<file path="src/common/sbl_defines.svh">
// Constants of the serial boot loader: memory map, protocol bytes, rates and tolerances.
// Assumes it is included by its bare name from design and bench files alike.
`ifndef SBL_DEFINES_SVH
`define SBL_DEFINES_SVH
`define SBL_FLASH_BASE_CHIP 24'hFE_8000
`define SBL_FLASH_BASE_BOOT 24'h01_0000
`define SBL_FLASH_SIZE 24'h01_8000
`define SBL_SECT_LOG 13
`define SBL_SECT_CNT 12
`define SBL_ROM_BASE 24'hFF_F000
`define SBL_ROM_TOP 24'hFF_FFFF
`define SBL_RAM_LO 33'h0_0000_1000
`define SBL_RAM_END 33'h0_0000_1E00
`define SBL_SYNC_BYTE 8'h86
`define SBL_CMD_RAM 8'h10
`define SBL_CMD_SUM 8'h20
`define SBL_CMD_INFO 8'h30
`define SBL_CMD_ERASE 8'h40
`define SBL_CMD_PROT 8'h60
`define SBL_ACK_ERR 4'h1
`define SBL_ACK_PROT 4'h6
`define SBL_ACK_COMM 4'h8
`define SBL_PWD_LEN 12
`define SBL_PWD_ERASED 8'hFF
`define SBL_HDR_LEN 6
`define SBL_CLK_HZ 100000000
`define SBL_RATE0 115200
`define SBL_RATE1 57600
`define SBL_RATE2 38400
`define SBL_RATE3 19200
`define SBL_RATE4 9600
`define SBL_ERR_POS_PM 20
`define SBL_ERR_NEG_PM 15
`endif

</file>
<file path="src/common/sbl_pkg.sv">
// Types shared by the serial boot loader and its bench.
// Assumes constants come from sbl_defines.svh.
package sbl_pkg;
  typedef enum logic [13:0] {
    ST_OFF = 14'h0001,
    ST_BWAIT = 14'h0002,
    ST_BMEAS = 14'h0004,
    ST_BTAIL = 14'h0008,
    ST_DEAD = 14'h0010,
    ST_CMD = 14'h0020,
    ST_PWD = 14'h0040,
    ST_PSUM = 14'h0080,
    ST_HDR = 14'h0100,
    ST_HSUM = 14'h0200,
    ST_DATA = 14'h0400,
    ST_DSUM = 14'h0800,
    ST_ERASE = 14'h1000,
    ST_JUMP = 14'h2000
  } sbl_state_e;

  typedef struct packed {
    logic flash_sel;
    logic [3:0] sector;
    logic [12:0] offset;
    logic rom_sel;
  } sbl_map_s;

  typedef struct packed {
    logic we;
    logic [23:0] addr;
    logic [7:0] data;
  } sbl_ramwr_s;

  typedef struct packed {
    logic valid;
    logic [23:0] addr;
  } sbl_jump_s;
endpackage

</file>
<file path="src/hdl/sbl_boot_loader.sv">
// Serial boot loader: mode strap, memory map decode, autobaud UART and boot protocol engine.
// Assumes all inputs are synchronous to clk and that the flash and RAM sit outside.
// What this block does
// Decode flash as twelve 8 KB sectors from FE8000H, or from 10000H in boot mode.
// Enter boot mode at reset release when low select is 1 and high select 0.
// In boot mode the flash answers at 10000H through 27FFFH only.
// In boot mode the boot ROM answers at FFF000H through FFFFFFH, over the vectors.
// Link frames are 8 data bits, no parity, one stop bit, both directions.
// Accept link rates 115200, 57600, 38400, 19200 and 9600 bps.
// Talk to the controller only over the boot serial transmit and receive pins.
// Compare the received password with the stored one; refuse RAM transfer on mismatch.
// When flash is erased the expected password is twelve bytes of FFH.
// The controller keeps the downloaded routine inside 001000H through 001DFFH.
// After a good password and routine, hand execution to the routine in RAM.
// Offer a whole-chip erase command usable without any downloaded routine.
// Interrupts stay disabled in boot mode; software polls the request flags.
// Pins not used by the link keep their reset state throughout boot mode.
// Controller rate plus oscillator error stays within -1.5% to +2%.
// First byte 86H sets the rate; echo 86H if usable, else stop for good.
// Command byte: 10H RAM transfer, 20H sum, 30H info, 40H erase, 60H protect; only 10H and 40H are served, the rest get an error acknowledge.
// After an error acknowledge, wait for a fresh command byte.
// Measure the first byte's bit timing to derive the divisor before the echo.
`timescale 1ns/10ps
`include "sbl_defines.svh"
module sbl_boot_loader #(
  parameter longint CLK_HZ = `SBL_CLK_HZ
) (
  input wire logic clk,
  input wire logic rst,
  input wire logic mode_select_low,
  input wire logic mode_select_high,
  input wire logic boot_serial_rx,
  output logic boot_serial_tx,
  input wire logic [23:0] cpu_addr,
  output sbl_pkg::sbl_map_s map,
  input wire logic [95:0] stored_password,
  input wire logic flash_erased,
  input wire logic flash_protected,
  output sbl_pkg::sbl_ramwr_s ram_wr,
  output logic erase_req,
  input wire logic erase_done,
  output sbl_pkg::sbl_jump_s jump,
  output logic boot_mode,
  output logic irq_enable,
  output logic pins_hold
);
  localparam longint RATES [5] = '{`SBL_RATE0, `SBL_RATE1, `SBL_RATE2, `SBL_RATE3, `SBL_RATE4};

  // A period is usable when it falls inside the tolerance band of any supported rate.
  function automatic logic baud_ok(input logic [15:0] p);
    longint lo;
    longint hi;
    logic ok;
    ok = 1'b0;
    for (int i = 0; i < 5; i++) begin
      lo = (CLK_HZ * 1000 + RATES[i] * (1000 + `SBL_ERR_POS_PM) - 1)
           / (RATES[i] * (1000 + `SBL_ERR_POS_PM));
      hi = (CLK_HZ * 1000) / (RATES[i] * (1000 - `SBL_ERR_NEG_PM));
      if (longint'(p) >= lo && longint'(p) <= hi) begin
        ok = 1'b1;
      end
    end
    return ok;
  endfunction

  sbl_pkg::sbl_state_e st_r, st_nxt;
  logic boot_r;
  logic rx_prev_r;
  logic [15:0] baud_r, baud_nxt;
  logic [15:0] meas_r, meas_nxt;
  logic [17:0] tail_r, tail_nxt;
  logic [3:0] idx_r, idx_nxt;
  logic [7:0] sum_r, sum_nxt;
  logic bad_r, bad_nxt;
  logic cerr_r, cerr_nxt;
  logic [47:0] hdr_r, hdr_nxt;
  logic [15:0] cnt_r, cnt_nxt;
  logic [23:0] addr_r, addr_nxt;
  logic tx_go_r, tx_go_nxt;
  logic [7:0] tx_byte_r, tx_byte_nxt;
  sbl_pkg::sbl_ramwr_s wr_nxt;
  logic erase_nxt;
  sbl_pkg::sbl_jump_s jump_nxt;
  logic rx_busy_r;
  logic [15:0] rx_cnt_r;
  logic [3:0] rx_bit_r;
  logic [7:0] rx_sh_r;
  logic rx_vld_r;
  logic rx_ferr_r;
  logic [9:0] tx_sh_r;
  logic [3:0] tx_bit_r;
  logic [15:0] tx_cnt_r;

  // Address decode; the flash window moves and the ROM appears only in boot mode.
  wire [23:0] fl_base = boot_r ? `SBL_FLASH_BASE_BOOT : `SBL_FLASH_BASE_CHIP;
  wire [23:0] fl_rel = cpu_addr - fl_base;
  wire fl_hit = (cpu_addr >= fl_base) && (fl_rel < `SBL_FLASH_SIZE);
  wire rom_hit = boot_r && (cpu_addr >= `SBL_ROM_BASE) && (cpu_addr <= `SBL_ROM_TOP);
  wire [3:0] fl_sector = fl_rel[16:`SBL_SECT_LOG];
  wire [12:0] fl_offset = fl_rel[`SBL_SECT_LOG-1:0];

  // Protocol helpers; the checksum is chosen so that all bytes plus it sum to zero.
  wire [7:0] sum_add = sum_r + rx_sh_r;
  wire [7:0] pwd_exp = flash_erased ? `SBL_PWD_ERASED
                                    : stored_password[{idx_r, 3'b000} +: 8];
  wire [32:0] ram_end = {1'b0, hdr_r[47:16]} + {17'h0_0000, hdr_r[15:0]};
  wire range_ok = ({1'b0, hdr_r[47:16]} >= `SBL_RAM_LO) && (ram_end <= `SBL_RAM_END);
  wire [15:0] half_meas = {1'b0, meas_r[15:1]};
  wire [17:0] tail_lim = {2'b00, baud_r} + {1'b0, baud_r, 1'b0};
  wire rx_fall = rx_prev_r && !boot_serial_rx;
  wire link_up = !(st_r inside {sbl_pkg::ST_OFF, sbl_pkg::ST_BWAIT, sbl_pkg::ST_BMEAS,
                                sbl_pkg::ST_BTAIL, sbl_pkg::ST_DEAD});
  wire tx_busy = (tx_bit_r != 4'h0) || tx_go_r;

  // Protocol engine; every byte after the sync byte arrives as a one-cycle pulse from the receiver below.
  always_comb begin
    st_nxt = st_r;
    baud_nxt = baud_r;
    meas_nxt = meas_r;
    tail_nxt = tail_r;
    idx_nxt = idx_r;
    sum_nxt = sum_r;
    bad_nxt = bad_r;
    cerr_nxt = cerr_r;
    hdr_nxt = hdr_r;
    cnt_nxt = cnt_r;
    addr_nxt = addr_r;
    tx_go_nxt = 1'b0;
    tx_byte_nxt = tx_byte_r;
    wr_nxt = '0;
    erase_nxt = 1'b0;
    jump_nxt = jump;
    unique case (st_r)
      sbl_pkg::ST_OFF: begin
        if (boot_r) begin
          st_nxt = sbl_pkg::ST_BWAIT;
        end
      end
      sbl_pkg::ST_BWAIT: begin
        meas_nxt = 16'h0000;
        if (rx_fall) begin
          st_nxt = sbl_pkg::ST_BMEAS;
        end
      end
      sbl_pkg::ST_BMEAS: begin
        // The 86H frame starts with two low bit times: start bit and data bit 0.
        if (meas_r != 16'hFFFF) begin
          meas_nxt = meas_r + 16'h0001;
        end
        if (boot_serial_rx) begin
          tail_nxt = 18'h0_0000;
          if (baud_ok(half_meas)) begin
            baud_nxt = half_meas;
            st_nxt = sbl_pkg::ST_BTAIL;
          end else begin
            st_nxt = sbl_pkg::ST_DEAD;
          end
        end
      end
      sbl_pkg::ST_BTAIL: begin
        // Three idle bit times mark the end of the frame; no high run inside 86H is that long.
        tail_nxt = boot_serial_rx ? tail_r + 18'h0_0001 : 18'h0_0000;
        if (tail_r >= tail_lim) begin
          tx_go_nxt = 1'b1;
          tx_byte_nxt = `SBL_SYNC_BYTE;
          st_nxt = sbl_pkg::ST_CMD;
        end
      end
      sbl_pkg::ST_DEAD: begin
        st_nxt = sbl_pkg::ST_DEAD;
      end
      sbl_pkg::ST_CMD: begin
        if (rx_vld_r) begin
          tx_go_nxt = 1'b1;
          idx_nxt = 4'h0;
          sum_nxt = 8'h00;
          bad_nxt = 1'b0;
          cerr_nxt = 1'b0;
          if (rx_ferr_r) begin
            tx_byte_nxt = {rx_sh_r[7:4], `SBL_ACK_COMM};
          end else if (rx_sh_r == `SBL_CMD_RAM && flash_protected) begin
            tx_byte_nxt = {rx_sh_r[7:4], `SBL_ACK_PROT};
          end else if (rx_sh_r == `SBL_CMD_RAM) begin
            tx_byte_nxt = `SBL_CMD_RAM;
            st_nxt = sbl_pkg::ST_PWD;
          end else if (rx_sh_r == `SBL_CMD_ERASE) begin
            tx_go_nxt = 1'b0;
            erase_nxt = 1'b1;
            st_nxt = sbl_pkg::ST_ERASE;
          end else begin
            tx_byte_nxt = {rx_sh_r[7:4], `SBL_ACK_ERR};
          end
        end
      end
      sbl_pkg::ST_PWD: begin
        if (rx_vld_r) begin
          sum_nxt = sum_add;
          cerr_nxt = cerr_r || rx_ferr_r;
          bad_nxt = bad_r || (rx_sh_r != pwd_exp);
          idx_nxt = idx_r + 4'h1;
          if (idx_r == 4'(`SBL_PWD_LEN - 1)) begin
            st_nxt = sbl_pkg::ST_PSUM;
          end
        end
      end
      sbl_pkg::ST_PSUM, sbl_pkg::ST_HSUM, sbl_pkg::ST_DSUM: begin
        if (rx_vld_r) begin
          tx_go_nxt = 1'b1;
          idx_nxt = 4'h0;
          sum_nxt = 8'h00;
          st_nxt = sbl_pkg::ST_CMD;
          if (cerr_r || rx_ferr_r) begin
            tx_byte_nxt = {4'h1, `SBL_ACK_COMM};
          end else if (sum_add != 8'h00 || bad_r) begin
            tx_byte_nxt = {4'h1, `SBL_ACK_ERR};
          end else if (st_r == sbl_pkg::ST_HSUM && !range_ok) begin
            tx_byte_nxt = {4'h1, `SBL_ACK_ERR};
          end else begin
            tx_byte_nxt = `SBL_CMD_RAM;
            if (st_r == sbl_pkg::ST_PSUM) begin
              st_nxt = sbl_pkg::ST_HDR;
            end else if (st_r == sbl_pkg::ST_HSUM) begin
              addr_nxt = hdr_r[39:16];
              cnt_nxt = hdr_r[15:0];
              st_nxt = (hdr_r[15:0] == 16'h0000) ? sbl_pkg::ST_DSUM : sbl_pkg::ST_DATA;
            end else begin
              st_nxt = sbl_pkg::ST_JUMP;
            end
          end
        end
      end
      sbl_pkg::ST_HDR: begin
        if (rx_vld_r) begin
          sum_nxt = sum_add;
          cerr_nxt = cerr_r || rx_ferr_r;
          hdr_nxt = {hdr_r[39:0], rx_sh_r};
          idx_nxt = idx_r + 4'h1;
          if (idx_r == 4'(`SBL_HDR_LEN - 1)) begin
            st_nxt = sbl_pkg::ST_HSUM;
          end
        end
      end
      sbl_pkg::ST_DATA: begin
        if (rx_vld_r) begin
          sum_nxt = sum_add;
          cerr_nxt = cerr_r || rx_ferr_r;
          wr_nxt = '{we: 1'b1, addr: addr_r, data: rx_sh_r};
          addr_nxt = addr_r + 24'h00_0001;
          cnt_nxt = cnt_r - 16'h0001;
          if (cnt_r == 16'h0001) begin
            st_nxt = sbl_pkg::ST_DSUM;
          end
        end
      end
      sbl_pkg::ST_ERASE: begin
        if (erase_done) begin
          tx_go_nxt = 1'b1;
          tx_byte_nxt = `SBL_CMD_ERASE;
          st_nxt = sbl_pkg::ST_CMD;
        end
      end
      sbl_pkg::ST_JUMP: begin
        // Hand over only once the last acknowledge has left the pin.
        if (!tx_busy) begin
          jump_nxt = '{valid: 1'b1, addr: hdr_r[39:16]};
        end
      end
      default: begin
        st_nxt = sbl_pkg::ST_OFF;
      end
    endcase
  end

  // Mode strap is caught on the last reset cycle and frozen for the session.
  always_ff @(posedge clk) begin
    if (rst) begin
      boot_r <= mode_select_low && !mode_select_high;
    end
  end

  // Protocol state registers.
  always_ff @(posedge clk) begin
    if (rst) begin
      st_r <= sbl_pkg::ST_OFF;
      baud_r <= 16'h0001;
      meas_r <= 16'h0000;
      tail_r <= 18'h0_0000;
      idx_r <= 4'h0;
      sum_r <= 8'h00;
      bad_r <= 1'b0;
      cerr_r <= 1'b0;
      hdr_r <= 48'h0000_0000_0000;
      cnt_r <= 16'h0000;
      addr_r <= 24'h00_0000;
      tx_go_r <= 1'b0;
      tx_byte_r <= 8'h00;
      ram_wr <= '0;
      erase_req <= 1'b0;
      jump <= '0;
    end else begin
      st_r <= st_nxt;
      baud_r <= baud_nxt;
      meas_r <= meas_nxt;
      tail_r <= tail_nxt;
      idx_r <= idx_nxt;
      sum_r <= sum_nxt;
      bad_r <= bad_nxt;
      cerr_r <= cerr_nxt;
      hdr_r <= hdr_nxt;
      cnt_r <= cnt_nxt;
      addr_r <= addr_nxt;
      tx_go_r <= tx_go_nxt;
      tx_byte_r <= tx_byte_nxt;
      ram_wr <= wr_nxt;
      erase_req <= erase_nxt;
      jump <= jump_nxt;
    end
  end

  // Registered decode and mode outputs; the map answers one cycle after the address.
  always_ff @(posedge clk) begin
    if (rst) begin
      map <= '0;
      boot_mode <= 1'b0;
      irq_enable <= 1'b0;
      pins_hold <= 1'b0;
    end else begin
      map <= '{flash_sel: fl_hit && !rom_hit, sector: fl_sector, offset: fl_offset,
               rom_sel: rom_hit};
      boot_mode <= boot_r;
      irq_enable <= !boot_r;
      pins_hold <= boot_r;
    end
  end

  // Receiver: 8N1 sampled mid-bit with the measured divisor, enabled only once the rate is set.
  always_ff @(posedge clk) begin
    if (rst) begin
      rx_prev_r <= 1'b1;
      rx_busy_r <= 1'b0;
      rx_cnt_r <= 16'h0000;
      rx_bit_r <= 4'h0;
      rx_sh_r <= 8'h00;
      rx_vld_r <= 1'b0;
      rx_ferr_r <= 1'b0;
    end else begin
      rx_prev_r <= boot_serial_rx;
      rx_vld_r <= 1'b0;
      if (!rx_busy_r) begin
        if (link_up && rx_fall) begin
          rx_busy_r <= 1'b1;
          rx_cnt_r <= {1'b0, baud_r[15:1]};
          rx_bit_r <= 4'h0;
        end
      end else if (rx_cnt_r != 16'h0000) begin
        rx_cnt_r <= rx_cnt_r - 16'h0001;
      end else begin
        rx_cnt_r <= baud_r - 16'h0001;
        rx_bit_r <= rx_bit_r + 4'h1;
        if (rx_bit_r == 4'h0 && boot_serial_rx) begin
          rx_busy_r <= 1'b0; // Glitch, not a start bit.
        end else if (rx_bit_r == 4'h9) begin
          rx_busy_r <= 1'b0;
          rx_vld_r <= 1'b1;
          rx_ferr_r <= !boot_serial_rx;
        end else if (rx_bit_r != 4'h0) begin
          rx_sh_r <= {boot_serial_rx, rx_sh_r[7:1]};
        end
      end
    end
  end

  // Transmitter: the shift register idles all ones, so the pin idles high.
  always_ff @(posedge clk) begin
    if (rst) begin
      tx_sh_r <= 10'h3FF;
      tx_bit_r <= 4'h0;
      tx_cnt_r <= 16'h0000;
    end else if (tx_go_r) begin
      tx_sh_r <= {1'b1, tx_byte_r, 1'b0};
      tx_bit_r <= 4'hA;
      tx_cnt_r <= baud_r - 16'h0001;
    end else if (tx_bit_r != 4'h0) begin
      if (tx_cnt_r != 16'h0000) begin
        tx_cnt_r <= tx_cnt_r - 16'h0001;
      end else begin
        tx_cnt_r <= baud_r - 16'h0001;
        tx_sh_r <= {1'b1, tx_sh_r[9:1]};
        tx_bit_r <= tx_bit_r - 4'h1;
      end
    end
  end

  assign boot_serial_tx = tx_sh_r[0];
endmodule

</file>
<file path="config.mk">
export PLATFORM = sky130hd
export DESIGN_NAME = sbl_boot_loader
export DESIGN_NICKNAME = d
export VERILOG_FILES = /design/src/common/sbl_pkg.sv /design/src/hdl/sbl_boot_loader.sv
export VERILOG_INCLUDE_DIRS = /design/src /design/src/common
export SDC_FILE = /design/constraint.sdc
export NUM_CORES = 1
export LEC_CHECK = 0
export ABC_CLOCK_PERIOD_IN_PS = 6690
export BUFFER_PORTS_ARGS = -buffer_cell sky130_fd_sc_hd__buf_2
export CAP_MARGIN = 15
export CORE_AREA = 2 2 287 232
export CTS_CLUSTER_DIAMETER = 120
export DETAILED_ROUTE_END_ITERATION = 16
export DIE_AREA = 0 0 289 234
export GPL_ROUTABILITY_DRIVEN = 0
export HOLD_SLACK_MARGIN = 0.06
export PLACE_DENSITY = 0.46
export SYNTH_ARGS = -nofsm -noshare
export SYNTH_HDL_FRONTEND = slang
export SYNTH_SLANG_ARGS = --single-unit
</file>
<file path="constraint.sdc">
create_clock -name clk -period 6.69 [get_ports clk]
set_input_delay 2.007 -clock clk [delete_from_list [all_inputs] [get_ports clk]]
set_output_delay 2.007 -clock clk [all_outputs]
set_load 0.05 [all_outputs]
</file>
After elaboration in Yosys (flattened, before gate mapping)
Cells that the tools add are included.
W data, S select, Z words.
{"block": "totals", "n_memories": 0, "ramBits": 0, "in_bits": 128, "latch_bits": 0, "output_inout_bits": 82, "romBits": 0, "register_bits": 316}
{"block": "op_classes", "n_reduce_logical": 70, "order_cmp": 17, "n_mul": 0, "n_eq_ne": 50, "n_shift": 1, "mux": 110, "add_sub_neg": 14, "n_div": 0, "bitwise": 10}
{"operator": "$mux W14", "n": 22}
{"operator": "$mux W16", "n": 14}
{"operator": "$mux W24", "n": 8}
{"operator": "$pmux W14 S12", "n": 1}
{"operator": "$shiftx A96 B8 Y8", "n": 1}
{"operator": "$mux W8", "n": 11}
{"operator": "$pmux W16 S2", "n": 2}
{"operator": "$pmux W24 S2", "n": 1}
{"operator": "$sub A16 B1 Y16 const B", "n": 3}
{"operator": "$ne A2 B2 Y1 const B", "n": 21}
{"operator": "$mux W18", "n": 2}
{"operator": "$mux W4", "n": 9}
{"operator": "$pmux W18 S2", "n": 1}
{"operator": "$add A32 B16 Y33", "n": 1}
{"operator": "$le A33 B13 Y1 const B", "n": 1}
{"operator": "$mux W33", "n": 1}
{"operator": "$ge A32 B13 Y1 const B", "n": 1}
{"operator": "$pmux W8 S4", "n": 1}
{"operator": "$reduce_bool A16 Y1", "n": 2}
{"operator": "$mux W1", "n": 27}
{"operator": "$mux W9", "n": 3}
{"operator": "$add A24 B1 Y24 const B", "n": 1}
{"operator": "$ge A24 B24 Y1", "n": 1}
{"operator": "$ge A24 B24 Y1 const B", "n": 1}
{"operator": "other kinds (72)", "n": 136}

Longest topological paths before layout
{"block": "depth", "ltp_word": 12, "ltp_mapped": 22, "depth_no_buf": 21}

Least setup slack after synthesis
Ideal clock, no wire load.
{"block": "synth_timing", "path_kind": "register -> register", "start": "reg baud_r[1]", "end": "reg tx_byte_r[0]", "setup_time_ns": 0.086, "path_stages_with_launch": 22, "required_ns": 6.604, "period_less_slack_ns": 4.677, "t_arrival_ns": 4.591, "slack_ns": 2.013, "path_cell_list": "dfxtp_1 -> ha_1 -> fa_1 -> a21o_1 -> a21oi_1 -> o21bai_1 -> a21oi_1 -> o21bai_1 -> a211o_1 -> a2111oi_0 -> o31ai_1 -> a21oi_1 -> xnor2_1 -> ha_1 -> a21oi_1 -> nor2b_1 -> a2111oi_0 -> nor2b_1 -> or2_2 -> buf_2 -> a2bb2oi_1 -> a211oi_1"}
{"block": "synth_between", "elab_chain_cells": 4}
{"item": "start: declaration", "line_no": "sbl_boot_loader.sv:69", "rtl": "logic [15:0] baud_r, baud_nxt;"}
{"item": "start signal: assignment", "line_no": "sbl_boot_loader.sv:302", "rtl": "baud_r <= baud_nxt;"}
{"item": "$add A15 B16 Y17", "line_no": "sbl_boot_loader.sv:109", "rtl": "wire [17:0] tail_lim = {2'b00, baud_r} + {1'b0, baud_r, 1'b0};"}
{"item": "$ge A18 B17 Y1", "line_no": "sbl_boot_loader.sv:163", "rtl": "if (tail_r >= tail_lim) begin"}
{"item": "$ne A2 B1 Y1 (no line)"}
{"item": "$reduce_and A6 Y1 (no line)"}
{"item": "end signal: assignment", "line_no": "sbl_boot_loader.sv:313", "rtl": "tx_byte_r <= tx_byte_nxt;"}
{"item": "end: declaration", "line_no": "sbl_boot_loader.sv:80", "rtl": "logic [7:0] tx_byte_r, tx_byte_nxt;"}
No other way between the ends.
A chain may end at the register's enable or synchronous reset.

Final worst setup path
Ends and elaborated chain as after synthesis.

==> results.ini <==
[outcome]
status=complete, no violations

[sta]
fin_setup_tns_ps=0
hold_violations=0
setup_ws_ps=1110
slew_viol_final=0
whs_ps=450
slew_headroom_pct=21.3
setup_viol=0
worst_pin_slew_ps=1170
min_period_ps=5580
min_period_over_period_pct=83.4
timing.fmax_mhz=179
finClkSkew_ps=21.6
rsz0062_at_grt=no

[logic_synthesis]
synth_seq_area_share_pct=34.0
yosysUniqueCellTypes=90
synthFlopType=dfxtp_1
synthArstFlopShare_pct=0
avgSynthCellArea_um2=7.97
synth-seq-cells=315
syn-instance-count=2333
synth_nets=2560
ys_warn_count=0
synth_edf_count=1
synth_area_um2=18600

[layout]
antenna_cells=0
multi_input_area_um2=11400
syn2layout_area_growth_pct=16.5
finalNonFillerCells=3360
fin_util_pct=33.3
regArea_um2=6320
fillers=6804
layout.nets=2698
drive_gt1_share_pct=14.5

[floorplanning]
start_util_pct=28.6
die_area_um2=67600
die_y_um=234
core-area_um2=65000
ios=210
fp.dieW_um=289
rows=84

[place]
dp_hpwl_mm=44.7
dp_cells=3288
dpl_worst_slack_ps=1130
portBuffers=209

[detailed_routing]
via_per_inst=5.27
wl_mm=61.3
route.met3.wl_mm=4.42
vias=17712
antenna_left=0
dr.max_layer_used=met4
dr_wl_met2_mm=24.7
route.layer.met1.wl_mm=31.0
remaining_drc_errors=0
drt_iter0_markers=1311
wl_per_cell_um=18.2
first_pass_iters=5

[clock_network]
cts_resized=0
h-tree-depth=2
clkTransAtPathRegs_ps=60
root_buffer=clkbuf_16
insertion_delay_ps=560
ctsHoldBuffers=0
cts_buffer_depth=3
cts_tree=yes
clkSinkCount=315
postCtsSetupRepairBufs=0
numCtsBuffers=40

[power_and_ir_drop]
p_leak_nw=8.46
power_frac_clock_pct=35.9
power_frac_comb_pct=29.1
pwr-share-seq_pct=35.0
switching_power_mw=2.10
internal_power_mw=3.87
peakVddDrop_uv=236
powerDensity_nw_per_um2=276
power_switching_share_pct=35.2

[setup_path]
path_buf_inv=1
ff2ff_path_depth=21
reg2reg_to=tx_byte_r[0]$_SDFFE_PP0P_
crit_required_ps=7160
cp_slowest_cell=a2111oi_0
crit_path_frequent_cell=a21oi_1
worstReg2RegStart=baud_r[1]$_SDFFE_PP0P_
arrival_ps=6050
crit_family=compound AO/OA/AOI/OAI gates
endpoint_kind=flop
slowest_delay_ps=680
path_class=flop to flop
r2r_setup_slack_ps=1110
path_max_fanout=10
crit_chain=ha_1 -> fa_1 -> a21o_1 -> a21oi_1 -> o21bai_1 -> a21oi_1 -> o21bai_1 -> a211o_1 -> a2111oi_0 -> o31ai_1 -> a21oi_1 -> xnor2_1 -> ha_1 -> a21oi_1 -> nor2b_1 -> a2111oi_0 -> buf_4 -> nor2b_1 -> or2_2 -> a2bb2oi_1 -> a211oi_1
startpoint_type=flop

[global_routing]
grt-ovfl-total=0
antenna_found_initial=3
grt_pass1_vias=16310
grt.total_usage_pct=17.7
grt_start_max_net_pins=97
grt_pass1_wl_mm=94.8

[job]
maxCapViolCount=0

[hold_path]
hold_depth=2
min_to=jump[8]$_SDFFE_PP0P_
hold_path.startpoint=jump[8]$_SDFFE_PP0P_
min_path_type=flop to flop

==> placed cells by master, fill, tap and decap left out, types with 41 or more instances in the layout <==
| cell type | instances |
|---|---|
| xnor2_1 | 42 |
| nand3_1 | 61 |
| ha_1 | 95 |
| nor3_1 | 69 |
| dfxtp_1 | 313 |
| clkbuf_16 | 41 |
| o21ai_0 | 100 |
| nand2_1 | 304 |
| buf_2 | 208 |
| mux2i_1 | 55 |
| nor2_1 | 212 |
| inv_1 | 85 |
| a21oi_1 | 227 |
==> worst reg2reg max path, cell delays in order (launching register included) <==
cell and delay [ps]:
dfxtp_1 380, ha_1 250, fa_1 420, a21o_1 180, a21oi_1 230, o21bai_1 100
a21oi_1 230, o21bai_1 120, a211o_1 320, a2111oi_0 580, o31ai_1 180, a21oi_1 210
xnor2_1 140, ha_1 260, a21oi_1 160, nor2b_1 60, a2111oi_0 680, buf_4 230
nor2b_1 60, or2_2 380, a2bb2oi_1 160, a211oi_1 190
==> power by group through the flow <==
stage	combinational [mW]	clock (mW)	sequential [mW]
after CTS	1.73	2.22	2.09
final	1.74	2.14	2.09
after floorplan	1.30	0	2.12
after global routing	1.96	2.29	2.11
after detailed placement	1.72	0	2.13
after global placement	1.70	0	2.12
==> Yosys cell counts, types with 6 or more instances <==
library cell / instances / area [um2]
a31oi_1: 24 / 150
nor3_1: 70 / 350
o32ai_1: 9 / 78.8
a211oi_1: 36 / 270
and3_1: 30 / 188
o21a_1: 14 / 105
nor2b_1: 37 / 231
xor2_1: 26 / 228
xnor2_1: 42 / 368
nand3b_1: 14 / 105
a211o_1: 7 / 61.3
o22ai_1: 33 / 206
or4_1: 6 / 45.0
a311oi_1: 6 / 52.6
nor3b_1: 16 / 120
o211ai_1: 14 / 105
nor4_1: 40 / 250
a22oi_1: 21 / 158
nor2_1: 213 / 800
a21o_1: 21 / 158
mux4_2: 24 / 541
a21oi_1: 227 / 1140
o31ai_1: 10 / 75.1
or3_1: 20 / 125
nand2b_1: 20 / 125
nand3_1: 62 / 310
buf_2: 14 / 70.1
nand4_1: 32 / 200
o21ai_0: 100 / 500
mux2i_1: 55 / 551
inv_1: 85 / 319
or2_2: 15 / 93.8
nand2_1: 304 / 1140
o21bai_1: 9 / 67.6
ha_1: 95 / 1190
dfxtp_1: 314 / 6290
and2_1: 39 / 244
clkbuf_1: 110 / 413
a41oi_1: 9 / 78.8
==> layer usage <==
metal,GRT usage (%),vias to the layer above
met2,25.5,615
met3,2.76,71
met4,4.53,0
met1,27.0,8362
li1,-,8664
met5,0,-
==> area by class of cell <==
cell class,instances,area share [%]
multi-input cells,1794,52.6
inverters,86,1.49
clock buffers,57,5.43
repair buffers,234,5.83
flip-flops and latches,315,29.2
well taps,860,4.97
clock inverters,14,0.537
==> kinds of logic after synthesis <==
| family | Yosys count | synth area share, % |
|---|---|---|
| adders and majority gates | 99 | 6.82 |
| xor gates and xnor gates | 68 | 3.20 |
| buffers and inverters | 224 | 4.89 |
| DFF | 315 | 34.0 |
| and+or+nand+nor | 950 | 25.1 |
| muxes | 82 | 6.05 |
| AOI/OAI and AO/OA | 595 | 20.0 |
==> registers in the layout (all words and copies together), names as in the netlist, 4 cells and up <==
signal and cells:
baud_r 15, rx_cnt_r 16, rx_bit_r 4, tx_cnt_r 16, sum_r 8, tx_bit_r 4, hdr_r 48, rx_sh_r 8
addr_r 24, st_r 14, tx_sh_r 9, idx_r 4, tx_byte_r 7, map 19, ram_wr 33, jump 25
tail_r 18, cnt_r 16, meas_r 16
==> metrics by stage <==
step | cell area [um2] | total power, mW
floorplan | 18600 | 3.43
global placement | 20300 | 3.83
detailed placement | 20300 | 3.85
CTS | 21600 | 6.03
global route | 21700 | 6.35
finish | 21700 | 5.97
==> worst max path at each step <==
stage | start | to | slack (ps) | cells after the start
2_1_floorplan | baud_r[1]$_SDFFE_PP0P_ | tx_byte_r[0]$_SDFFE_PP0P_ | 2010 | 21
3_3_place_gp | baud_r[1]$_SDFFE_PP0P_ | tx_byte_r[0]$_SDFFE_PP0P_ | 1210 | 21
3_5_place_dp | baud_r[0]$_SDFFE_PP1P_ | tx_byte_r[0]$_SDFFE_PP0P_ | 1130 | 22
4_1_cts | baud_r[0]$_SDFFE_PP1P_ | tx_byte_r[0]$_SDFFE_PP0P_ | 1090 | 22
5_1_grt | baud_r[2]$_SDFFE_PP0P_ | tx_byte_r[0]$_SDFFE_PP0P_ | 610 | 22
6_report | baud_r[1]$_SDFFE_PP0P_ | tx_byte_r[0]$_SDFFE_PP0P_ | 1110 | 21
(Power assumes the default switching activity.)
